[config.mk]
export PLATFORM = sky130hd
export DESIGN_NAME = clock_loss_nmi_watchdog
export DESIGN_NICKNAME = d
export VERILOG_FILES = /design/src/hdl/clk_fail_pkg.sv /design/src/hdl/wd_if.sv /design/src/hdl/bit_sync.sv /design/src/hdl/osc_loss_watchdog.sv /design/src/hdl/clock_loss_nmi_watchdog.sv
export VERILOG_INCLUDE_DIRS = /design/src /design/src/hdl
export SDC_FILE = /design/constraint.sdc
export NUM_CORES = 1
export LEC_CHECK = 0
export BUFFER_PORTS_ARGS = -buffer_cell sky130_fd_sc_hd__buf_4
export CAP_MARGIN = 25
export CORE_MARGIN = 2
export CORE_UTILIZATION = 55
export DETAILED_ROUTE_END_ITERATION = 7
export PLACE_DENSITY = 0.83
export SETUP_SLACK_MARGIN = 0.02
export SYNTH_ARGS = -nofsm -noshare
export SYNTH_HDL_FRONTEND = slang
export SYNTH_SLANG_ARGS = --single-unit
[constraint.sdc]
create_clock -name clk -period 4.47 [get_ports clk]
set_input_delay 0.2235 -clock clk [delete_from_list [all_inputs] [get_ports clk]]
set_output_delay 0.2235 -clock clk [all_outputs]
set_load 0.005 [all_outputs]
[src/hdl/clk_fail_defines.svh]
// constants of the clock-loss watchdog block
// Summary of operation
// - multiplier zero: bypass, divided oscillator drives cpu
// - bypass loss: switch to pll, status, reset
// - multiplier nonzero: pll times n drives cpu
// - pll loss: status, reset, half limp rate
// - standby loss: status, reset, limp by divider
// - detection waits for halt-exit power-up
// - post-halt overflow: status, reset, limp routing
// - immediate reset unless fail path selected
// - fail path: flag raises nmi, starts watchdog
// - uncleared watchdog expiry forces missing-clock reset
// - watchdog reset stays internal, no pin
// - clock-fail flag drives trip zone five
// - emulation stop drives trip zone six
// - watchdog runs on system clock
// - writes need protected write enable
// - config enable set-only, reset clears
// - fail flag latches, cleared by clear/reset
// - nmi flag records, blocks further nmis
// - clear register write-one clears, set wins
// - force register bit sets fail flag
// - counter counts while enabled flag set, holds during emulation stop
// - period resets max; equal write fires
`ifndef CLK_FAIL_DEFINES_SVH
`define CLK_FAIL_DEFINES_SVH
`define IDX_CFG    30'h00007060
`define IDX_FLG    30'h00007061
`define IDX_CLR    30'h00007062
`define IDX_FRC    30'h00007063
`define IDX_CNT    30'h00007064
`define IDX_PRD    30'h00007065
`define IDX_CTRL   30'h00007066
`define IDX_MULT   30'h00007067
`define IDX_STS    30'h00007068
`define BIT_CF     1
`define BIT_NMI    0
`define BIT_FPS    2
`define BIT_MCS    0
`define BIT_MCLR   1
`define DIV_LSB    0
`define DIV_MSB    1
`define PRD_RESET  16'hFFFF
`define MULT_BYP   16'h0000
`define DIV_FULL   2'h3
`define DIV_HALF   2'h2
`define DIV_QUART  2'h0
`endif

[src/hdl/clk_fail_pkg.sv]
// types of the clock-loss watchdog block
package clk_fail_pkg;
    typedef enum logic [0:0] {ST_NORMAL, ST_LIMP} clk_state_t;
endpackage : clk_fail_pkg

[src/hdl/wd_if.sv]
// link between the register side and the fail watchdog counter
`timescale 1ns/10ps
`default_nettype none
interface wd_if;
    logic        active;
    logic        hold;
    logic [15:0] period;
    logic [15:0] count;
    logic        fire;
    modport ctrl (output active, hold, period, input count, fire);
    modport wd   (input active, hold, period, output count, fire);
endinterface : wd_if
`default_nettype wire

[src/hdl/bit_sync.sv]
// two-stage synchroniser for pin levels
`timescale 1ns/10ps
`default_nettype none
module bit_sync (
    input  wire logic clk,
    input  wire logic arst_n,
    input  wire logic din,
    output var  logic dout
);
    logic [1:0] s_q;
    logic [1:0] s_d;

    // first stage feeds only the second
    always_comb begin
        s_d = {s_q[0], din};
    end

    always_ff @(posedge clk or negedge arst_n) begin
        if (!arst_n) begin
            s_q <= 2'h0;
        end else begin
            s_q <= s_d;
        end
    end

    assign dout = s_q[1];
endmodule : bit_sync
`default_nettype wire

[src/hdl/osc_loss_watchdog.sv]
// fail watchdog counter, runs on the system clock
`timescale 1ns/10ps
`default_nettype none
module osc_loss_watchdog (
    input wire logic clk,
    input wire logic arst_n,
    wd_if.wd         w
);
    logic [15:0] cnt_q;
    logic [15:0] cnt_d;
    logic        fire_q;
    logic        fire_d;

    // ************************************************
    // counter
    // ************************************************
    // a smaller period simply wraps through zero first
    always_comb begin
        cnt_d  = cnt_q;
        fire_d = 1'b0;
        if (!w.active) begin
            cnt_d = 16'h0000;
        end else if (w.hold) begin
            cnt_d = cnt_q;
        end else if (cnt_q == w.period) begin
            cnt_d  = 16'h0000;
            fire_d = 1'b1;
        end else begin
            cnt_d = cnt_q + 16'h0001;
        end
    end

    // clocked by the system clock that limp mode keeps alive
    always_ff @(posedge clk or negedge arst_n) begin
        if (!arst_n) begin
            cnt_q  <= 16'h0000;
            fire_q <= 1'b0;
        end else begin
            cnt_q  <= cnt_d;
            fire_q <= fire_d;
        end
    end

    assign w.count = cnt_q;
    assign w.fire  = fire_q;
endmodule : osc_loss_watchdog
`default_nettype wire

[src/hdl/clock_loss_nmi_watchdog.sv]
// clock-loss handling with clock-fail interrupt and watchdog
//
// Chosen here: the APB register port.
`timescale 1ns/10ps
`default_nettype none
`include "clk_fail_defines.svh"
module clock_loss_nmi_watchdog
    import clk_fail_pkg::*;
(
    input  wire logic        clk,
    input  wire logic        arst_n,
    input  wire logic        psel,
    input  wire logic        penable,
    input  wire logic        pwrite,
    input  wire logic [31:0] paddr,
    input  wire logic [31:0] pwdata,
    output var  logic [31:0] prdata,
    output var  logic        pready,
    output var  logic        pslverr,
    input  wire logic        protected_write_enable,
    input  wire logic        osc_missing,
    input  wire logic        standby_mode,
    input  wire logic        halt_mode,
    input  wire logic        osc_pll_powered,
    input  wire logic        emulation_stop_out,
    output var  logic        cpu_clk_from_pll,
    output var  logic [1:0]  cpu_clk_div,
    output var  logic        cpu_clk_stopped,
    output var  logic        pll_enable,
    output var  logic        missing_clock_status,
    output var  logic        missing_clock_reset,
    output var  logic        osc_loss_wd_reset,
    output var  logic        nmi_out,
    output var  logic        trip_zone_five,
    output var  logic        trip_zone_six
);
    // ************************************************
    // declarations
    // ************************************************
    logic        osc_miss_s;
    logic        fail_lvl;
    logic        fail_lvl_q;
    logic        fail_evt;
    logic        setup;
    logic        wr;
    logic        wr_ok;
    logic [29:0] idx;
    logic        cfg_en_q, cfg_en_d;
    logic        cf_q, cf_d;
    logic        nmif_q, nmif_d;
    logic [15:0] prd_q, prd_d;
    logic        fps_q, fps_d;
    logic [1:0]  divider_select_q, divider_select_d;
    logic [15:0] mult_q, mult_d;
    logic        mcs_q, mcs_d;
    logic        nmi_set;
    logic        cf_set;
    clk_state_t  st_q, st_d;
    logic [31:0] prdata_d;
    logic        pready_d;
    logic        pslverr_d;
    logic        src_d;
    logic [1:0]  div_d;
    logic        mrst_d;
    logic        nmi_d;
    logic        stop_d;
    logic        tz5_d;
    logic        tz6_d;
    logic        pllen_d;
    logic        wdr_d;

    wd_if wdl ();

    // ************************************************
    // helpers
    // ************************************************
    // recognised register indices, used by the error decode only
    function automatic logic mapped(input logic [29:0] i);
        mapped = (i >= `IDX_CFG) && (i <= `IDX_STS);
    endfunction : mapped

    // divide code while in limp; pll mode is half rate outside standby and halt
    function automatic logic [1:0] limp_div(
        input logic       byp,
        input logic       lowpwr,
        input logic [1:0] dsel
    );
        if (!byp && !lowpwr) begin
            limp_div = `DIV_HALF;
        end else if (lowpwr) begin
            limp_div = dsel;
        end else if (dsel == `DIV_FULL) begin
            limp_div = `DIV_FULL;
        end else begin
            limp_div = `DIV_HALF;
        end
    endfunction : limp_div

    // ************************************************
    // detection
    // ************************************************
    bit_sync u_sync (
        .clk    (clk),
        .arst_n (arst_n),
        .din    (osc_missing),
        .dout   (osc_miss_s)
    );

    // counters stay blind through halt and until power-up ends
    assign fail_lvl = osc_miss_s && !halt_mode && osc_pll_powered;
    assign fail_evt = fail_lvl && !fail_lvl_q;

    // ************************************************
    // bus decode
    // ************************************************
    assign idx   = paddr[31:2];
    assign setup = psel && !penable;
    assign wr    = psel && penable && pwrite && pready;
    // every register write needs protected_write_enable; the counter is not writable
    assign wr_ok = wr && protected_write_enable;

    // ************************************************
    // register and flag next values
    // ************************************************
    // hardware sets are applied last so they win over clears
    always_comb begin
        cfg_en_d = cfg_en_q;
        cf_d     = cf_q;
        nmif_d   = nmif_q;
        prd_d    = prd_q;
        fps_d    = fps_q;
        divider_select_d = divider_select_q;
        mult_d   = mult_q;
        mcs_d    = mcs_q;
        cf_set   = fail_evt;
        if (wr_ok && idx == `IDX_CFG && pwdata[`BIT_CF]) begin
            cfg_en_d = 1'b1;
        end
        if (wr_ok && idx == `IDX_CLR) begin
            if (pwdata[`BIT_CF]) begin
                cf_d = 1'b0;
            end
            if (pwdata[`BIT_NMI]) begin
                nmif_d = 1'b0;
            end
        end
        if (wr_ok && idx == `IDX_FRC && pwdata[`BIT_CF]) begin
            cf_set = 1'b1;
        end
        if (wr_ok && idx == `IDX_PRD) begin
            prd_d = pwdata[15:0];
        end
        if (wr_ok && idx == `IDX_CTRL) begin
            divider_select_d = pwdata[`DIV_MSB:`DIV_LSB];
            fps_d    = pwdata[`BIT_FPS];
        end
        if (wr_ok && idx == `IDX_MULT) begin
            mult_d = pwdata[15:0];
        end
        if (wr_ok && idx == `IDX_STS && pwdata[`BIT_MCLR]) begin
            mcs_d = 1'b0;
        end
        nmi_set = cfg_en_q && cf_q && !nmif_q;
        if (cf_set) begin
            cf_d = 1'b1;
        end
        if (nmi_set) begin
            nmif_d = 1'b1;
        end
        if (fail_evt) begin
            mcs_d = 1'b1;
        end
    end

    // ************************************************
    // clock source state
    // ************************************************
    // limp is left only when software clears the status bit
    always_comb begin
        st_d = st_q;
        case (st_q)
            ST_NORMAL: begin
                if (fail_evt) begin
                    st_d = ST_LIMP;
                end
            end
            ST_LIMP: begin
                if (!mcs_d && !fail_lvl) begin
                    st_d = ST_NORMAL;
                end
            end
            default: begin
                st_d = ST_NORMAL;
            end
        endcase
    end

    // ************************************************
    // output next values
    // ************************************************
    always_comb begin
        pllen_d = (mult_q != `MULT_BYP);
        stop_d  = standby_mode || halt_mode;
        // next state steers the source so it moves with the status bit
        if (st_d == ST_LIMP) begin
            src_d = 1'b1;
            div_d = limp_div(mult_q == `MULT_BYP, stop_d, divider_select_q);
        end else begin
            src_d = pllen_d;
            div_d = divider_select_q;
        end
        // watchdog reset feeds the missing-clock reset, never a pin
        wdr_d  = wdl.fire;
        mrst_d = (fail_evt && !fps_q) || wdl.fire;
        nmi_d  = nmi_set;
        tz5_d  = cf_q;
        tz6_d  = emulation_stop_out;
    end

    // watchdog runs while an enabled fail flag stands, held while emulation_stop_out is high
    assign wdl.active = cfg_en_q && cf_q;
    assign wdl.hold   = emulation_stop_out;
    assign wdl.period = prd_q;

    osc_loss_watchdog u_wd (
        .clk    (clk),
        .arst_n (arst_n),
        .w      (wdl)
    );

    // ************************************************
    // bus answer
    // ************************************************
    // answer is prepared in setup so access ends in one cycle
    always_comb begin
        prdata_d  = 32'h00000000;
        pready_d  = setup;
        pslverr_d = setup && !mapped(idx);
        if (setup) begin
            case (idx)
                `IDX_CFG:  prdata_d[`BIT_CF]  = cfg_en_q;
                `IDX_FLG: begin
                    prdata_d[`BIT_CF]  = cf_q;
                    prdata_d[`BIT_NMI] = nmif_q;
                end
                `IDX_CNT:  prdata_d[15:0] = wdl.count;
                `IDX_PRD:  prdata_d[15:0] = prd_q;
                `IDX_CTRL: begin
                    prdata_d[`DIV_MSB:`DIV_LSB] = divider_select_q;
                    prdata_d[`BIT_FPS]          = fps_q;
                end
                `IDX_MULT: prdata_d[15:0] = mult_q;
                `IDX_STS:  prdata_d[`BIT_MCS] = mcs_q;
                default:   prdata_d = 32'h00000000;
            endcase
        end
    end

    // ************************************************
    // registers
    // ************************************************
    always_ff @(posedge clk or negedge arst_n) begin
        if (!arst_n) begin
            fail_lvl_q           <= 1'b0;
            cfg_en_q             <= 1'b0;
            cf_q                 <= 1'b0;
            nmif_q               <= 1'b0;
            prd_q                <= `PRD_RESET;
            fps_q                <= 1'b0;
            divider_select_q             <= `DIV_QUART;
            mult_q               <= `MULT_BYP;
            mcs_q                <= 1'b0;
            st_q                 <= ST_NORMAL;
            prdata               <= 32'h00000000;
            pready               <= 1'b0;
            pslverr              <= 1'b0;
            cpu_clk_from_pll     <= 1'b0;
            cpu_clk_div          <= `DIV_QUART;
            cpu_clk_stopped      <= 1'b0;
            pll_enable           <= 1'b0;
            missing_clock_status <= 1'b0;
            missing_clock_reset  <= 1'b0;
            osc_loss_wd_reset    <= 1'b0;
            nmi_out              <= 1'b0;
            trip_zone_five       <= 1'b0;
            trip_zone_six        <= 1'b0;
        end else begin
            fail_lvl_q           <= fail_lvl;
            cfg_en_q             <= cfg_en_d;
            cf_q                 <= cf_d;
            nmif_q               <= nmif_d;
            prd_q                <= prd_d;
            fps_q                <= fps_d;
            divider_select_q             <= divider_select_d;
            mult_q               <= mult_d;
            mcs_q                <= mcs_d;
            st_q                 <= st_d;
            prdata               <= prdata_d;
            pready               <= pready_d;
            pslverr              <= pslverr_d;
            cpu_clk_from_pll     <= src_d;
            cpu_clk_div          <= div_d;
            cpu_clk_stopped      <= stop_d;
            pll_enable           <= pllen_d;
            missing_clock_status <= mcs_d;
            missing_clock_reset  <= mrst_d;
            osc_loss_wd_reset    <= wdr_d;
            nmi_out              <= nmi_d;
            trip_zone_five       <= tz5_d;
            trip_zone_six        <= tz6_d;
        end
    end
endmodule : clock_loss_nmi_watchdog
`default_nettype wire

======== After elaboration in Yosys (flattened, before gate mapping) ========
Index checks and enable logic that the tools add are counted.
word-level totals
  bits of input ports ..................... 75
  output and inout bits ................... 45
  flip-flop bits (word level) ............. 104
  word-level logic and storage cells ...... 114
cells by class
  eq/ne operators ......................... 12
  bitwise logic cells ..................... 1
  reductions and logical operators ........ 45
  multiplexer cells ....................... 28
  $lt $le $gt $ge ......................... 2
  add/sub/neg operators ................... 1
operator list
  cell                     count
  $eq A30 B15 Y1 const B   9
  $mux W16                 4
  $pmux W13 S3             1
  $ge A30 B15 Y1 const B   1
  $le A30 B15 Y1 const B   1
  $logic_and A1 B1 Y1      25
  $add A16 B1 Y16 const B  1
  $eq A16 B16 Y1           1
  $logic_not A16 Y1        1
  $mux W1                  16
  $reduce_bool A16 Y1      1
  $pmux W1 S6              2
  $logic_not A1 Y1         10
  $reduce_bool A2 Y1       4
  $mux W2                  3
  $pmux W1 S4              1
  $reduce_and A2 Y1        2
  $eq A2 B2 Y1 const B     1
  $logic_or A1 B1 Y1       2
  $ne A2 B2 Y1 const B     1
  $pmux W1 S2              1
  $not A1 Y1               1

======== Longest topological paths before layout ========
Gate-level depths: netlist of the first run.
  depth in word-level cells ............... 13
  gate-level depth with buffers ........... 7
  depth with buffers taken out ............ 6

======== Modules after synthesis ========
Synthesis of the first run repeated with hierarchy kept, for this count alone.
unflattened totals
  cell total of the unflattened synthesis .. 397
  area total of the unflattened synthesis .. 4655.7 um2
by module, submodules not included
  module                   times used  area each (um2)  cells an instance
  clock_loss_nmi_watchdog  1           3565.9           285
  osc_loss_watchdog        1           1039.7           110
  bit_sync                 1           50.0             2

======== Least setup slack after synthesis of the first run ========
OpenSTA, ideal clock, no wires.
  path kind ............................... register to register
  start ................................... register prd_q[10]
  end ..................................... register u_wd.cnt_q[13], in the netlist u_wd.w.count[13]
  arrival time ............................ 1.739 ns
  stages on the path, launching flop included .. 6
  data required time ...................... 4.344 ns
  slack ................................... 2.605 ns
  path buffers ............................ 0
  cell sequence ........................... dfstp_2 -> xnor2_1 -> nand4_1 -> nor4_2 -> nor3_1 -> a221o_1
on the way
  longest elaborated chain between the ends .. 4
ends and longest elaborated chain
  element                 RTL line                        RTL
  start, declared         clock_loss_nmi_watchdog.sv:51   logic [15:0] prd_q, prd_d;
  start signal, assigned  clock_loss_nmi_watchdog.sv:268  prd_q <= `PRD_RESET;
  start signal, assigned  clock_loss_nmi_watchdog.sv:292  prd_q <= prd_d;
  $eq A16 B16 Y1          osc_loss_watchdog.sv:25         end else if (cnt_q == w.period) begin
  $mux W16                osc_loss_watchdog.sv:25
  $mux W16                osc_loss_watchdog.sv:23         end else if (w.hold) begin
  $mux W16                osc_loss_watchdog.sv:21         if (!w.active) begin
  end signal, assigned    osc_loss_watchdog.sv:39         cnt_q <= cnt_d;
  end, declared           osc_loss_watchdog.sv:9          logic [15:0] cnt_q;
No other way between the ends. The select of a mux whose other input is x is not followed.
A chain may end at the register's enable or synchronous reset.

======== Worst setup path after layout of the first run ========
  start ................................... register pready
  end ..................................... register mult_q[3]
on the way
  longest elaborated chain between the ends .. 3
ends and longest elaborated chain
  element                               RTL line                        RTL
  start, declared                       clock_loss_nmi_watchdog.sv:18   output var logic pready,
  start signal, assigned                clock_loss_nmi_watchdog.sv:299  pready <= pready_d;
  $logic_and A1 B1 Y1                   clock_loss_nmi_watchdog.sv:118  assign wr = psel && penable && pwrite && pready;
  $logic_and A1 B1 Y1                   clock_loss_nmi_watchdog.sv:120  assign wr_ok = wr && protected_write_enable;
  $logic_and A1 B1 Y1 (no source line)  n/a
  end signal, assigned                  clock_loss_nmi_watchdog.sv:271  mult_q <= `MULT_BYP;
  end signal, assigned                  clock_loss_nmi_watchdog.sv:295  mult_q <= mult_d;
  end, declared                         clock_loss_nmi_watchdog.sv:54   logic [15:0] mult_q, mult_d;
No other way between the ends.

==> results.json, run 1 <==
{
  "multi_input_area_sq_um": 1962,
  "fin_area_sq_um": 5250,
  "clock-sinks": 88,
  "drc": 0,
  "gr-usage-all-layers_pct": 23.99,
  "p_leak_nw": 2.418,
  "critPathCapture": "mult_q[3]$_DFFE_PN0P_",
  "crit_start": "pready$_DFF_PN0_",
  "internal-power_mw": 1.123,
  "crit_path_start_kind": "flop",
  "yosys_warnings": 0,
  "wl_per_cell_microns": 18.02,
  "grt_pass1_wl_microns": 16100,
  "core-area_sq_um": 7727,
  "via_per_inst": 5.761,
  "power_frac_comb_pct": 7.0,
  "seq_power_share_pct": 54.2,
  "seqCellArea_sq_um": 2222,
  "io_pins": 120,
  "end_kind": "flop",
  "yosys.area.top_type": "dfrtp_1",
  "finalCriticalPeriod_ns": 2.449,
  "max_freq_ghz": 0.4083,
  "ys_ff_latch": 88,
  "die-area_sq_um": 8735,
  "pwr-share-clk_pct": 38.8,
  "antenna_cells": 0,
  "setup_tns_ns": 0,
  "power_density_nw_per_um2": 283.1,
  "ff2ff_setup_slack_ns": 2.02,
  "setup_violations": 0,
  "vdd_drop_max_v": 0.0001316,
  "synth_edf_count": 0,
  "clockBufferDepth": 2,
  "syn2layout_area_growth_pct": 19.27,
  "row_count": 32,
  "p_sw_mw": 0.3633,
  "die_h_microns": 93.46,
  "synth_top_area_share_pct": 40.93,
  "dp_hpwl_microns": 7045,
  "r2r_end": "mult_q[3]$_DFFE_PN0P_",
  "finalWeightedCongestion": 0.8855,
  "grt_pass1_vias": 3200,
  "synth-main-ff-cell": "dfrtp_1",
  "die_w_microns": 93.46,
  "ys_types": 52,
  "fillers": 567,
  "port_buffers": 85,
  "postRouteAntennaNets": 0,
  "clock_skew_ns": 0.01632,
  "start_util_pct": 56.96,
  "cts_tree": "done",
  "path_max_fanout": 16,
  "synth_cells": 369,
  "drive_gt1_share_pct": 39.12,
  "switching_share_pct": 24.44,
  "vias": 3209,
  "dr.first_iter.drc_count": 243,
  "antenna_found_initial": 0,
  "yosysSeqAreaShare_pct": 50.48,
  "netlist_area_sq_um": 4402,
  "cts_made_buffers": 9,
  "grt_max_degree": 89,
  "slew_headroom_pct": 29.90,
  "worstMarginPinSlew_ns": 1.051,
  "synthArstFlopShare_pct": 100.0,
  "synth.most_common_cell": "dfrtp_1",
  "avgSynthCellArea_sq_um": 11.93,
  "synthTopCellsByArea": "dfrtp_1 41%, dfstp_2 9.6%, mux2_2 7.9%",
  "rr_startpoint": "pready$_DFF_PN0_",
  "path_clk_slew_ns": 0.10,
  "drv_cap": 0,
  "dr.pass1.iters": 5,
  "reg2reg_depth": 5,
  "nets": 526,
  "ys_top_cells_by_count": "72 x dfrtp_1, 34 x nor2_1, 31 x mux2_2",
  "clock_latency_ns": 0.38,
  "fin_crit_sh_pct": 54.79,
  "grt_overflow_total": 0,
  "min_path_type": "input pin to flop",
  "cts-root-buf": "clkbuf_8",
  "hold_violations": 0,
  "outcome": "finished clean",
  "htreeDepth": 3,
  "worstPathRequired_ns": 4.72,
  "rsz0062_at_grt": "false",
  "worst-setup-path-type": "flop to flop",
  "drt_wl_total_microns": 10040,
  "slew_viol_final": 0,
  "dpl-instance-area_sq_um": 4980,
  "critPathArrivalTime_ns": 2.70
}
-- flip-flops by register name (all words and copies together) (netlist names), 2 cells and up --
signal	flops
mult_q	16
prd_q	16
prdata	16
u_wd.w.count	16
cpu_clk_div	2
divider_select_q	2
u_sync.s_q	2
-- worst max-delay path: stages, from the launching register on --
cell and delay [ns]:
dfrtp_1 0.35, and3_1 0.17, nand4_2 0.13, nor4_2 0.34, and3_1 0.91, mux2_2 0.42
-- layout make-up --
type | count | share of cell area (%)
sequential | 88 | 42.33
multi-input combinational | 255 | 37.37
timing repair buffer | 90 | 13.49
tap | 102 | 2.431
clock buffer | 9 | 2.359
clock inverter | 7 | 1.597
inverter | 6 | 0.4290
-- what timing repair did --
| item | CTS | global route |
|---|---|---|
| resized for setup | 0 | 0 |
| setup buffers | 0 | 0 |
| hold buffers | 1 | 1 |
| endpoints found under the hold margin | 1 | 25 |
-- cell usage in the layout (no fill, tap or decap), drive strengths merged, types with 12 or more instances in the layout --
master	count
buf	88
dfrtp	72
mux2	51
nor2	34
xnor2	18
conb	16
dfstp	16
nand2	15
a22oi	15
nor4	13
nand4	12
-- power groups by stage --
stage	Combinational (mW)	Sequential [mW]	Clock [mW]
6_report	0.103	0.806	0.577
5_1_grt	0.114	0.806	0.613
4_1_cts	0.100	0.806	0.584
3_5_place_dp	0.0992	0.821	0
3_3_place_gp	0.0967	0.821	0
2_1_floorplan	0.0369	0.821	0
-- logic make-up after synthesis --
family          after synthesis  share of synthesized area, %
compound gates               39                         6.680
xor+xnor                     26                         5.173
other cells                   1                       0.08519
flops                        88                         50.48
buf+inv                      41                         6.225
simple gates                120                         15.29
mux                          53                         15.78
fa+ha+maj                     1                        0.2842
-- how the worst min path moves through the flow --
| stage | from | end | slack (ns) | cells after the start |
|---|---|---|---|---|
| 3_5_place_dp | osc_missing | u_sync.s_q[0]$_DFF_PN0_ | 0.34 | 1 |
| 4_1_cts | penable | pready$_DFF_PN0_ | 0.02 | 2 |
| 2_1_floorplan | arst_n | cf_q$_DFFE_PN0P_ | -0.07 | 0 |
| 5_1_grt | penable | pready$_DFF_PN0_ | 0.04 | 2 |
| 3_3_place_gp | u_sync.s_q[0]$_DFF_PN0_ | u_sync.s_q[1]$_DFF_PN0_ | 0.33 | 0 |
| 6_report | penable | pready$_DFF_PN0_ | 0.03 | 2 |
-- routing by layer --
metal | GRT usage, % | share of wire [%]
met1 | 31.36 | 43
met2 | 39.21 | 48
met3 | 3.626 | 5.8
met4 | 11.52 | 3.7
met5 | 0 | 0
-- stage by stage --
step / setup WS [ns] / std cells / util, % / hold slack, ns / power [mW]
after floorplan: 2.605 / 384 / - / -0.07209 / 0.8581
after global placement: 1.800 / 537 / 64.44 / 0.3331 / 0.9172
after detailed placement: 1.741 / 537 / 64.44 / 0.3366 / 0.9201
after CTS: 2.013 / 554 / 67.26 / 0.02072 / 1.490
after global routing: 1.852 / 557 / 67.94 / 0.03696 / 1.534
final: 2.021 / 557 / 67.94 / 0.02670 / 1.486
Power figures use the tool's default switching activity.
==> inputs of run 2 (changes only) <==
--- a/config.mk
+++ b/config.mk
@@ -6,12 +6,13 @@
 export SDC_FILE = /design/constraint.sdc
 export NUM_CORES = 1
 export LEC_CHECK = 0
+export ABC_AREA = 1
 export BUFFER_PORTS_ARGS = -buffer_cell sky130_fd_sc_hd__buf_4
 export CAP_MARGIN = 25
 export CORE_MARGIN = 2
-export CORE_UTILIZATION = 55
+export CORE_UTILIZATION = 53
 export DETAILED_ROUTE_END_ITERATION = 7
-export PLACE_DENSITY = 0.83
+export PLACE_DENSITY = 0.8
 export SETUP_SLACK_MARGIN = 0.02
 export SYNTH_ARGS = -nofsm -noshare
 export SYNTH_HDL_FRONTEND = slang
==> constraint.sdc (replaced) <==
create_clock -name clk -period 2.28 [get_ports clk]
set_input_delay 0.114 -clock clk [delete_from_list [all_inputs] [get_ports clk]]
set_output_delay 0.114 -clock clk [all_outputs]
set_load 0.005 [all_outputs]
==> run 2 against run 1 <==
Cell count is 42% higher. Clock skew is 0.0067 ns lower. Synthesized cell count is 57% higher. Sequential share of layout area is 2.8 points lower. Synthesized area is 3.1% higher. Sequential power is 96% higher. First-iteration DRC count is 6.2% higher. Combinational power is 110% higher. Routed wire length is 5.3% higher. Hold slack worse by 0.012 ns.
==> results.json, run 2 <==
{
  "clock-sinks": 88,
  "layout_setup_ws_ns": 0.4872,
  "vias": 4085,
  "cts_made_buffers": 9,
  "cts-root-buf": "clkbuf_8",
  "slowest_stage": "dfrtp_1",
  "postRouteAntennaNets": 0,
  "drive_gt1_share_pct": 20.55,
  "place_ws_ns": 0.3257,
  "clock_skew_ns": 0.009641,
  "drc": 0,
  "multi_input_area_sq_um": 1881,
  "slew_viol_final": 0,
  "yosysSeqAreaShare_pct": 48.95,
  "slew_headroom_pct": 61.77,
  "setup_violations": 0,
  "grt_pass1_wl_microns": 17800,
  "synth_mux_area_share_pct": 0,
  "rsz0062_at_grt": "false",
  "yosys.area.top_type": "dfrtp_1",
  "nets": 757,
  "start_util_pct": 54.97,
  "seqCellArea_sq_um": 2222,
  "postCtsSetupRepairBufs": 0,
  "hold_violations": 0,
  "path_delay_family": "simple AND/OR/NAND/NOR gates",
  "synth.most_common_cell": "nand2_1",
  "finalCriticalPeriod_ns": 1.793,
  "path_max_fanout": 8,
  "path_cells": "or2_2, a21oi_1, nand2_1, nor2_1, nand2_1, nand2_1, a21oi_1",
  "clockBufferDepth": 2,
  "crit_top_cell": "nand2_1",
  "ys_types": 31,
  "max_stage_delay_ns": 0.48,
  "power_density_nw_per_um2": 532.3,
  "dp_hpwl_microns": 7923,
  "dr.first_iter.drc_count": 258,
  "core-area_sq_um": 8258,
  "finalWeightedCongestion": 0.9128,
  "ys_ff_latch": 88,
  "grt_pass1_vias": 3878,
  "critPathBufInv": 0,
  "p_leak_nw": 2.826,
  "min_path_type": "input pin to flop",
  "final_common_cell": "nand2_1",
  "max_freq_ghz": 0.5578,
  "crit_path_start_kind": "flop",
  "synthXorXnorAreaFrac_pct": 4.245,
  "synth_edf_count": 0,
  "cts_tree": "done",
  "antenna_found_initial": 0,
  "synth_top_area_share_pct": 39.69,
  "setup_tns_ns": 0,
  "via_per_inst": 5.164,
  "end_kind": "flop",
  "worstMarginPinSlew_ns": 0.5715,
  "worstPathRequired_ns": 2.51,
  "port_buffers": 85,
  "fin_crit_sh_pct": 78.63,
  "antenna_cells": 0,
  "ff2ff_setup_slack_ns": 0.49,
  "drv_cap": 0,
  "dr.pass1.iters": 5,
  "fillers": 683,
  "drt_wl_total_microns": 10570,
  "ys_top_cells_by_count": "158 x nand2_1, 72 x dfrtp_1, 71 x inv_1",
  "netlist_area_sq_um": 4539,
  "row_count": 33,
  "synthArstFlopShare_pct": 100.0,
  "final_util_pct": 68.02,
  "synth-main-ff-cell": "dfrtp_1",
  "avgSynthCellArea_sq_um": 7.840,
  "vdd_drop_max_v": 0.0003188,
  "die_w_microns": 96.55,
  "synth_compound_area_share_pct": 8.434,
  "grt_overflow_total": 0,
  "path_clk_slew_ns": 0.08,
  "synth_top_family_by_area": "simple AND/OR/NAND/NOR gates",
  "synth_cells": 579,
  "layout_common_cells": "158 x nand2_1, 89 x buf_4, 72 x dfrtp_1, 71 x inv_1, 49 x nor2_1",
  "grt_max_degree": 46,
  "htreeDepth": 3,
  "synthTopCellsByArea": "dfrtp_1 40%, nand2_1 13%, dfstp_2 9.3%",
  "synthAdderAreaFrac_pct": 0.2756,
  "io_pins": 120,
  "die-area_sq_um": 9321,
  "outcome": "finished clean",
  "clock_latency_ns": 0.36,
  "yosys.area_share.simple_pct": 27.15,
  "gr-usage-all-layers_pct": 24.68,
  "die_h_microns": 96.55,
  "worst-setup-path-type": "flop to flop",
  "critPathArrivalTime_ns": 2.02,
  "yosys_warnings": 0,
  "wl_per_cell_microns": 13.36,
  "syn2layout_area_growth_pct": 23.73
}
run 2: tightest hold or removal path: cells and delay by family:
kind | cells | cell delay, ns
buffers and inverters | 2 | 0.18
AOI/OAI and AO/OA | 1 | 0.07
run 2: cells by family after synthesis:
| group | count (synthesis) |
|---|---|
| AND/OR/NAND/NOR | 285 |
| flip-flops | 88 |
| AO/OA/AOI/OAI | 72 |
| other | 1 |
| XOR/XNOR | 22 |
| adder cells (fa/ha/maj) | 1 |
| buffers and inverters | 110 |
run 2: per-layer routing:
layer  GRT usage, %  vias to the layer above  part of all wire, %  wire [microns]
met4          9.624                        0                  1.9             196
li1               -                     2000                    -               -
met1          35.67                     1910                   45            4807
met2          37.79                      158                   47            4922
met3          3.413                       17                  6.1             645
met5              0                        -                    0               0
run 2: report_power, final:
part / switching, mW / leakage [nW] / internal [mW] / total (mW)
Combinational: 0.110 / 1.59 / 0.111 / 0.221
Sequential: 0.00435 / 1.13 / 1.58 / 1.58
Clock: 0.543 / 0.106 / 0.645 / 1.19
run 2: what timing repair did:
action / in CTS / in global routing
hold buffers: 18 / 0
gates resized for setup: 0 / 0
hold endpoints to repair: 59 / 0
run 2: metrics by stage:
step | cells | cell area (sq um) | total power [mW] | hold slack, ns
2_1_floorplan | 594 | 4596 | 1.686 | -0.1816
3_3_place_gp | 757 | 5215 | 1.800 | 0.1319
3_5_place_dp | 757 | 5215 | 1.808 | 0.1421
4_1_cts | 791 | 5617 | 3.004 | 0.01030
5_1_grt | 791 | 5617 | 3.101 | 0.03256
6_report | 791 | 5617 | 2.990 | 0.01427
run 2: final timing paths:
path | startpoint | end | depth (start not counted)
setup / recovery | u_wd.w.count[9]$_DFFE_PN0P_ | u_wd.w.count[3]$_DFFE_PN0P_ | 7
hold / removal | pwdata[12] | prd_q[12]$_DFFE_PN1P_ | 3
setup reg to reg | u_wd.w.count[9]$_DFFE_PN0P_ | u_wd.w.count[3]$_DFFE_PN0P_ | 7
hold reg to reg | u_sync.s_q[0]$_DFF_PN0_ | u_sync.s_q[1]$_DFF_PN0_ | 0
max in group asynchronous | arst_n | prd_q[1]$_DFFE_PN1P_ | 3
min in group asynchronous | arst_n | trip_zone_five$_DFF_PN0_ | 2
run 2: final cells by class:
| cell class | count | share of cell area, % |
|---|---|---|
| Clock inverter | 5 | 1.426 |
| Multi-Input combinational cell | 396 | 33.48 |
| Sequential cell | 88 | 39.56 |
| Timing Repair Buffer | 108 | 15.46 |
| Clock buffer | 11 | 2.517 |
| Inverter | 78 | 5.213 |
| Tap cell | 105 | 2.339 |
